<file path="src/hw/wdtc_pkg.sv">
// Package for the watchdog control and time-out block.
// Assumes an APB3 register bus with 32-bit data and a single system clock.
`default_nettype none
package wdtc_pkg;

   // Register byte addresses on the APB bus.
   localparam logic [7:0] ADDR_CONTROL  = 8'h00;
   localparam logic [7:0] ADDR_STATUS   = 8'h04;
   localparam logic [7:0] ADDR_INT_EN   = 8'h08;
   localparam logic [7:0] ADDR_INT_CLR  = 8'h0c;
   localparam logic [7:0] ADDR_RESTART  = 8'h10;

   // Control register field positions.
   localparam int unsigned BIT_UNLOCK   = 4;
   localparam int unsigned BIT_ENABLE   = 3;
   localparam int unsigned PRESCALE_LSB = 0;
   localparam int unsigned PRESCALE_W   = 3;

   // Status, enable and clear registers share this layout.
   localparam int unsigned BIT_TIMEOUT  = 0;

   // Reset values.
   localparam logic [2:0] PRESCALE_RST = 3'h0;
   localparam logic       ENABLE_RST   = 1'b0;
   localparam logic       INT_EN_RST   = 1'b0;

   // Unlock window, in system clock cycles.
   localparam logic [2:0] UNLOCK_CYCLES = 3'h4;

   // Shortest time-out in oscillator cycles; each prescale code doubles it.
   localparam int unsigned BASE_TIMEOUT = 16384;
   localparam int unsigned COUNT_W      = 22;

   typedef struct packed
   {
      logic [2:0] reserved;
      logic       turn_off_unlock;
      logic       watchdog_enable_bit;
      logic [2:0] prescale;
   } wdtc_control_t;

   typedef struct packed
   {
      logic [2:0] wait_cycles;
      logic       active;
   } wdtc_unlock_t;

endpackage : wdtc_pkg

`default_nettype wire

</file>
<file path="src/hw/wdtc_top.sv">
// Watchdog control and time-out logic with an APB register slave.
// Assumes wdt_osc is the free-running watchdog oscillator, a level that
// toggles at the oscillator rate and is sampled here on pclk.
`timescale 1ns/1ns
`default_nettype none

// Function
// - Writing one to the enable bit turns the watchdog on, writing zero turns it off only when unlocked.
// - A clear of the enable bit is ignored unless the turn-off unlock bit currently reads one.
// - A zero written to the enable bit within four clock cycles of the unlock write disables the watchdog.
// - The three-bit prescale field at bits 2:0 selects the time-out period while enabled.
// - Codes 000 to 111 select 16,384 to 2,097,152 oscillator cycles, doubling per code.
// - The turn-off unlock bit clears itself four clock cycles after being written to one.
// - If the period elapses without a restart the block issues a device reset request.
// - The count returns to zero on disable, on a restart command and on any chip reset.
// - Control register bits 7 to 5 always read as zero.
module wdtc_top
#(
   parameter int unsigned BASE_COUNT = wdtc_pkg::BASE_TIMEOUT
)
(
   input  wire logic        pclk,
   input  wire logic        presetn,
   input  wire logic        psel,
   input  wire logic        penable,
   input  wire logic        pwrite,
   input  wire logic [7:0]  paddr,
   input  wire logic [31:0] pwdata,
   output logic      [31:0] prdata,
   output logic             pready,
   output logic             pslverr,
   input  wire logic        wdt_osc,
   output logic             watchdog_reset_req,
   output logic             irq
);

   function automatic logic [wdtc_pkg::COUNT_W-1:0] period_of(input logic [2:0] code);
      logic [wdtc_pkg::COUNT_W-1:0] base;
      base = wdtc_pkg::COUNT_W'(BASE_COUNT);
      return base << code;
   endfunction

   wdtc_pkg::wdtc_control_t       ctrl;
   wdtc_pkg::wdtc_unlock_t        unlock;
   logic [wdtc_pkg::COUNT_W-1:0]  count;
   logic                          osc_meta;
   logic                          osc_sync;
   logic                          osc_prev;
   logic                          status_timeout;
   logic                          int_en;

   // Bus decode.
   wire        setup_phase = psel & ~penable;
   wire        wr_access   = psel & penable & pwrite;
   wire        hit_control = (paddr == wdtc_pkg::ADDR_CONTROL);
   wire        hit_status  = (paddr == wdtc_pkg::ADDR_STATUS);
   wire        hit_int_en  = (paddr == wdtc_pkg::ADDR_INT_EN);
   wire        hit_int_clr = (paddr == wdtc_pkg::ADDR_INT_CLR);
   wire        hit_restart = (paddr == wdtc_pkg::ADDR_RESTART);
   wire        mapped      = hit_control | hit_status | hit_int_en | hit_int_clr | hit_restart;
   wire        wr_control  = wr_access & hit_control;
   wire        wr_int_en   = wr_access & hit_int_en;
   wire        wr_int_clr  = wr_access & hit_int_clr;
   wire        wr_restart  = wr_access & hit_restart;

   wire        wr_en_bit   = pwdata[wdtc_pkg::BIT_ENABLE];
   wire        wr_toe_bit  = pwdata[wdtc_pkg::BIT_UNLOCK];
   wire [2:0]  wr_prescale = pwdata[wdtc_pkg::PRESCALE_LSB +: wdtc_pkg::PRESCALE_W];

   // Unlock write: both bits as one in a single write.
   wire        unlock_wr   = wr_control & wr_en_bit & wr_toe_bit;
   // A clear succeeds only while the window from a prior unlock write is open.
   wire        disable_wr  = wr_control & ~wr_en_bit & unlock.active;
   wire        next_enable = disable_wr ? 1'b0 :
                             (wr_control & wr_en_bit) ? 1'b1 : ctrl.watchdog_enable_bit;
   // Next state of the window, kept in the control word so the bit reads from a flop.
   wire        window_next = unlock_wr | (unlock.active & ~disable_wr
                             & (unlock.wait_cycles != 3'h1));

   // Oscillator rising edge, taken only from the second stage onward.
   wire        osc_tick    = osc_sync & ~osc_prev;
   wire [wdtc_pkg::COUNT_W-1:0] period = period_of(ctrl.prescale);
   // A shorter period chosen mid-count expires at the next tick instead of after a wrap.
   wire        expire      = ctrl.watchdog_enable_bit & osc_tick
                             & (count >= period - wdtc_pkg::COUNT_W'(1));
   wire        count_clear = ~ctrl.watchdog_enable_bit | wr_restart | expire;

   wire [7:0]  control_rd  = {3'h0, ctrl.turn_off_unlock, ctrl.watchdog_enable_bit,
                              ctrl.prescale};
   wire [31:0] next_prdata = hit_control ? {24'h0, control_rd} :
                             hit_status  ? {31'h0, status_timeout} :
                             hit_int_en  ? {31'h0, int_en} : 32'h0;

   assign pready  = 1'b1;
   assign pslverr = psel & penable & ~mapped;
   assign irq     = status_timeout & int_en;

   always_ff @(posedge pclk or negedge presetn)
   begin
      if (!presetn)
      begin
         ctrl.reserved            <= 3'h0;
         ctrl.turn_off_unlock     <= 1'b0;
         ctrl.watchdog_enable_bit <= wdtc_pkg::ENABLE_RST;
         ctrl.prescale            <= wdtc_pkg::PRESCALE_RST;
      end
      else
      begin
         ctrl.watchdog_enable_bit <= next_enable;
         ctrl.turn_off_unlock     <= window_next;
         if (wr_control)
         begin
            ctrl.prescale <= wr_prescale;
         end
      end
   end

   // The window is reloaded by each unlock write and closes by itself.
   always_ff @(posedge pclk or negedge presetn)
   begin
      if (!presetn)
      begin
         unlock <= '0;
      end
      else if (unlock_wr)
      begin
         unlock.active      <= 1'b1;
         unlock.wait_cycles <= wdtc_pkg::UNLOCK_CYCLES;
      end
      else if (disable_wr || unlock.wait_cycles == 3'h1)
      begin
         unlock <= '0;
      end
      else if (unlock.active)
      begin
         unlock.wait_cycles <= unlock.wait_cycles - 3'h1;
      end
   end

   always_ff @(posedge pclk or negedge presetn)
   begin
      if (!presetn)
      begin
         osc_meta <= 1'b0;
         osc_sync <= 1'b0;
         osc_prev <= 1'b0;
      end
      else
      begin
         osc_meta <= wdt_osc;
         osc_sync <= osc_meta;
         osc_prev <= osc_sync;
      end
   end

   always_ff @(posedge pclk or negedge presetn)
   begin
      if (!presetn)
      begin
         count <= '0;
      end
      else if (count_clear)
      begin
         count <= '0;
      end
      else if (osc_tick)
      begin
         count <= count + wdtc_pkg::COUNT_W'(1);
      end
   end

   // One-cycle reset request; the chip reset generator stretches it.
   always_ff @(posedge pclk or negedge presetn)
   begin
      if (!presetn)
      begin
         watchdog_reset_req <= 1'b0;
      end
      else
      begin
         watchdog_reset_req <= expire;
      end
   end

   // A time-out in the same cycle as a clear keeps the flag set.
   always_ff @(posedge pclk or negedge presetn)
   begin
      if (!presetn)
      begin
         status_timeout <= 1'b0;
         int_en         <= wdtc_pkg::INT_EN_RST;
      end
      else
      begin
         if (expire)
         begin
            status_timeout <= 1'b1;
         end
         else if (wr_int_clr && pwdata[wdtc_pkg::BIT_TIMEOUT])
         begin
            status_timeout <= 1'b0;
         end
         if (wr_int_en)
         begin
            int_en <= pwdata[wdtc_pkg::BIT_TIMEOUT];
         end
      end
   end

   // Read data is loaded in the setup cycle so it comes from a flop.
   always_ff @(posedge pclk or negedge presetn)
   begin
      if (!presetn)
      begin
         prdata <= 32'h0;
      end
      else if (setup_phase)
      begin
         prdata <= pwrite ? 32'h0 : next_prdata;
      end
   end

endmodule // wdtc_top

`default_nettype wire

</file>
<file path="config.mk">
export PLATFORM = sky130hd
export DESIGN_NAME = wdtc_top
export DESIGN_NICKNAME = d
export VERILOG_FILES = /design/src/hw/wdtc_pkg.sv /design/src/hw/wdtc_top.sv
export SDC_FILE = /design/constraint.sdc
export NUM_CORES = 1
export LEC_CHECK = 0
export ABC_AREA = 0
export BUFFER_PORTS_ARGS = -buffer_cell sky130_fd_sc_hd__buf_2
export CELL_PAD_IN_SITES_DETAIL_PLACEMENT = 1
export CELL_PAD_IN_SITES_GLOBAL_PLACEMENT = 2
export CORE_MARGIN = 5
export CORE_UTILIZATION = 32
export DETAILED_ROUTE_END_ITERATION = 10
export PLACE_DENSITY_LB_ADDON = 0.1
export SKIP_LAST_GASP = 1
export SLEW_MARGIN = 20
export SYNTH_ARGS = -nofsm -noshare
export SYNTH_HDL_FRONTEND = slang
export SYNTH_SLANG_ARGS = --single-unit
</file>
<file path="constraint.sdc">
create_clock -name pclk -period 4.58 [get_ports pclk]
set_input_delay 0.458 -clock pclk [delete_from_list [all_inputs] [get_ports pclk]]
set_output_delay 0.458 -clock pclk [all_outputs]
set_load 0.01 [all_outputs]
</file>
**Word-level counts from Yosys, hierarchy flattened**

Cells that the tools add are included.
W data, S select, Z words.

- Flip-flop bits (word level): 69
- Output and inout port bits: 36
- Word-level logic and storage cells: 77

- Reductions and logical operators: 8
- Multiplexer cells: 14
- $lt $le $gt $ge: 1
- Add/sub/neg operators: 3
- Shifts and indexed selects: 1
- Equality and inequality tests: 6
- Bitwise logic cells: 31

Operators by type and width:

| operator | count |
|---|---|
| $mux W22 | 2 |
| $add A22 B1 Y22 const B | 1 |
| $ge A22 B22 Y1 | 1 |
| $shl A15 B3 Y22 const A | 1 |
| $sub A22 B1 Y22 const B | 1 |
| $and A1 B1 Y1 | 18 |
| $eq A8 B4 Y1 const B | 2 |
| $mux W5 | 2 |
| $eq A8 B3 Y1 const B | 1 |
| $eq A8 B5 Y1 const B | 1 |
| $logic_not A8 Y1 | 1 |
| $reduce_bool A2 Y1 | 4 |
| $mux W1 | 7 |
| $or A1 B1 Y1 | 7 |
| $mux W3 | 2 |
| $not A1 Y1 | 6 |
| $mux W4 | 1 |
| $eq A3 B1 Y1 const B | 1 |
| $ne A3 B1 Y1 const B | 1 |
| $reduce_bool A3 Y1 | 1 |
| $sub A3 B1 Y3 const B | 1 |
| $logic_and A1 B1 Y1 | 1 |
| $logic_or A1 B1 Y1 | 1 |

**Depth between registers and ports, before layout**

- Depth in word-level cells: 9
- Mapped depth: 9

**Worst setup path before layout**

OpenSTA, ideal clock, no wires.

- Kind: input -> register
- Start: input port paddr[1]
- End: register count[21] (netlist name)
- Required time: 4.493 ns
- Setup time: 0.087 ns
- Setup slack: 2.282 ns
- Data arrival time: 2.212 ns
- Stages on the path: 5
- Path through: nor4_4 -> a311oi_4 -> or3_4 -> or4_4 -> a211oi_2

- Word-level cells in the longest chain between the ends: 5

Ends and longest elaborated chain:

| element | line | source |
|---|---|---|
| start, declared | wdtc_top.sv:27 | `input wire logic [7:0] paddr,` |
| $eq A8 B5 Y1 * | wdtc_top.sv:59 | `wire hit_restart = (paddr == wdtc_pkg::ADDR_RESTART);` |
| $and A1 B1 Y1 * | wdtc_top.sv:64 | `wire wr_restart = wr_access & hit_restart;` |
| $or A1 B1 Y1 * (2 in series) | wdtc_top.sv:86 | `wire count_clear = ~ctrl.watchdog_enable_bit \| wr_restart \| expire;` |
| $mux W22 or $reduce_bool A2 Y1 (tied branches) | n/a |  |
| end signal, assigned | wdtc_top.sv:168 | `count <= count + wdtc_pkg::COUNT_W'(1);` |
| end, declared | wdtc_top.sv:45 | `logic [wdtc_pkg::COUNT_W-1:0] count;` |

Every way passes the cells marked *; elsewhere a longest branch is shown, timed or not.
A chain may end at the register's enable or synchronous reset.

**Worst setup path in the final report**

Ends and elaborated chain as after synthesis.

==> impl_metrics.toml <==
[worst_setup_path]
cp-end-kind = "register"
worst_r2r_endpoint = "count[7]$_DFFE_PN0P_"
critPathArrivalTime_ns = 2.68
r2r.worst_path.cells = 7
crit_fanout = 18
crit_required_ns = 4.80
rrSetupSlack_ns = 2.16
worstSetupStartpointType = "primary input"
r2r-start = "control_rd[2]$_DFFE_PN0P_"
crit_type = "in2reg"
cp-startpoint = "paddr[1]"

[sta]
hold_slack_ns = 0.1489
max_slew.worst_pin.slew_ns = 0.8291
max_freq_mhz = 407.0
setup_viol = 0
skew_ns = 0.01250
period_needed_ns = 2.457
hold_viol = 0
slew_headroom = 0.4473
rsz0062_at_grt = "false"
drv_slew = 0
finalCritPeriodShare = 0.5364
setup_tns_ns = 0

[logic_synthesis]
syn_area_per_cell_sq_um = 9.493
ys_ff_latch = 42
ys_async_sr_fraction = 1.000
ys.warnings.count = 0
synth_flop_cell = "dfrtp_1"
synth_compound_gate_area_share = 0.1073
synth_cell_types = 42
synth_edf_count = 0
synth-xor-area-share = 0.06173
synthSimpleGateAreaFrac = 0.2499
synth_mux_area_frac = 0.004410
synth_fa_ha_area_frac = 0.05390
ys_seq_area_frac = 0.4116
netlist_instances = 269
synth_top_family_by_area = "simple AND/OR/NAND/NOR gates"
syn_area_sq_mm = 0.002554

[floorplanning]
chipWidth_microns = 99.33
initial_core_util = 0.3288
die_h_microns = 99.33
ioPinCount = 82
dieArea_sq_mm = 0.009866
core_area_sq_mm = 0.007767
num_rows = 32

[placement]
dp.cells = 386
dp_hpwl_microns = 4374
place_area_sq_mm = 0.002671
port_buffers = 26
gp_congestion = 0.7206

[clocking]
cts_max_level = 2
ctsHoldBuffers = 0
cts_tree = "built"
cts_sinks = 42
clkLatencyLatePin_ns = 0.30
cts_setup_buffers = 0
path_clk_slew_ns = 0.09
numCtsBuffers = 5
cts_resized = 0
root_buffer = "clkbuf_8"
clock_path_buffers = 2

[worst_hold_path]
hold_path_class = "in2async"

[layout]
multi_input_area_sq_mm = 0.001333
layout.cells.non_filler = 394
drive_above_1_share = 0.1473
n_antenna_cell = 0
final_area_sq_mm = 0.002780
area_delta_synth_final_pct = 8.868
final_common_cell = "dfrtp_1"
final_cell_mix = "dfrtp_1 (42), conb_1 (29), buf_2 (25)"
fillers = 931
fin_nets = 348
seq_area_sq_mm = 0.001051

[route]
drt_iter0_drc = 50
antenna_left = 0
first_pass_iters = 4
drt_wl_total_microns = 5995
drcViolationCount = 0
routed_via_density = 4.893
wl_per_cell_microns = 15.22
vias = 1928

[global_routing]
antenna_found_initial = 0
first_global_vias = 2093
grt_pass1_wl_microns = 10250
grt_max_degree = 43
overflow = 0
track_usage = 0.1273

[power]
switching_share = 0.2498
power_frac_seq = 0.515
p_per_area_mw_per_mm2 = 273.3
power.switching_w = 0.0001898
pwr-share-comb = 0.099
ir_drop_mv = 0.1287
internal-power_w = 0.0005700
power_frac_clock = 0.386
leakagePower_nw = 1.200

[run_status]
status = "complete, no violations"

[job]
drv_cap = 0
-- synthesized netlist by cell type, types with 2 or more instances --
| cell type | number | area share |
|---|---|---|
| a211oi_1 | 2 | 0.0059 |
| a21o_1 | 3 | 0.0088 |
| a21oi_1 | 5 | 0.0098 |
| a22o_1 | 6 | 0.021 |
| a22oi_1 | 2 | 0.0059 |
| a31o_2 | 2 | 0.0069 |
| a31oi_1 | 2 | 0.0049 |
| and2_1 | 2 | 0.0049 |
| and3_1 | 3 | 0.0074 |
| and4_1 | 3 | 0.010 |
| buf_2 | 2 | 0.0039 |
| buf_4 | 28 | 0.082 |
| clkbuf_1 | 9 | 0.013 |
| conb_1 | 2 | 0.0029 |
| dfrtp_1 | 42 | 0.41 |
| ha_1 | 11 | 0.054 |
| inv_1 | 6 | 0.0088 |
| nand2_1 | 23 | 0.034 |
| nand2b_1 | 4 | 0.0098 |
| nand3_1 | 18 | 0.035 |
| nand4_1 | 10 | 0.024 |
| nor2_1 | 7 | 0.010 |
| nor2b_1 | 2 | 0.0049 |
| nor3_1 | 23 | 0.045 |
| nor4_1 | 9 | 0.022 |
| nor4b_1 | 2 | 0.0069 |
| o21ai_0 | 8 | 0.016 |
| o31ai_1 | 2 | 0.0059 |
| or4_1 | 2 | 0.0059 |
| xnor2_1 | 17 | 0.058 |
-- logic make-up (layout without fill, tap and decap cells) --
family,Yosys count,count (layout)
simple gates,114,114
other cells,2,29
buf+inv,45,41
mux,1,1
fa+ha+maj,11,11
compound gates,36,36
flops,42,42
xor+xnor,18,18
-- per-layer routing --
metal,track usage,vias to the layer above,part of all wire
li1,-,963,-
met1,0.1775,922,0.49
met2,0.2020,38,0.46
met3,0.02244,5,0.035
met4,0.03676,0,0.013
met5,0,-,0
-- sequential cells by signal (all words and copies together), names as in the netlist --
signal and cells:
osc_sync 1, int_en 1, prdata 5, osc_meta 1, watchdog_reset_req 1, osc_prev 1, unlock 4, control_rd 5
status_timeout 1, count 22
-- worst max path at each step --
stage                                  endpoint  slack, ns  cells after the start
after CTS                 count[20]$_DFFE_PN0P_       2.07                      8
final                     count[21]$_DFFE_PN0P_       2.12                      6
after floorplan           count[21]$_DFFE_PN0P_       2.28                      5
after detailed placement  count[21]$_DFFE_PN0P_       1.79                      6
after global routing      count[11]$_DFFE_PN0P_       1.95                      8
after global placement    count[21]$_DFFE_PN0P_       1.81                      6
-- critical path: stages --
cell      delay [ns]
buf_2           0.13
nor4_4          0.51
a311oi_4        0.35
or3_4           0.48
or4_4           0.52
a211oi_2        0.22
-- per-stage QoR --
stage	worst slack, ns	total power, W	utilization
detailed placement	1.788	0.0004755	0.3439
global route	1.947	0.0008023	0.3579
global placement	1.807	0.0004719	0.3439
CTS	2.072	0.0007779	0.3576
floorplan	2.282	0.0004597	-
finish	2.123	0.0007598	0.3579
-- power groups by stage --
stage	Sequential (W)	Combinational, W	Clock [W]
3_3_place_gp	0.000398	0.0000739	0
5_1_grt	0.000394	0.0000886	0.000320
6_report	0.000391	0.0000755	0.000293
2_1_floorplan	0.000395	0.0000646	0
3_5_place_dp	0.000398	0.0000773	0
4_1_cts	0.000391	0.0000773	0.000309
-- layout make-up --
| type | count | area share |
|---|---|---|
| multi-input combinational | 209 | 0.4793 |
| sequential | 42 | 0.3780 |
| timing repair buffer | 27 | 0.05040 |
| tap | 102 | 0.04590 |
| clock buffer | 7 | 0.02745 |
| clock inverter | 1 | 0.01080 |
| inverter | 6 | 0.008101 |
(Power assumes the default switching activity.)
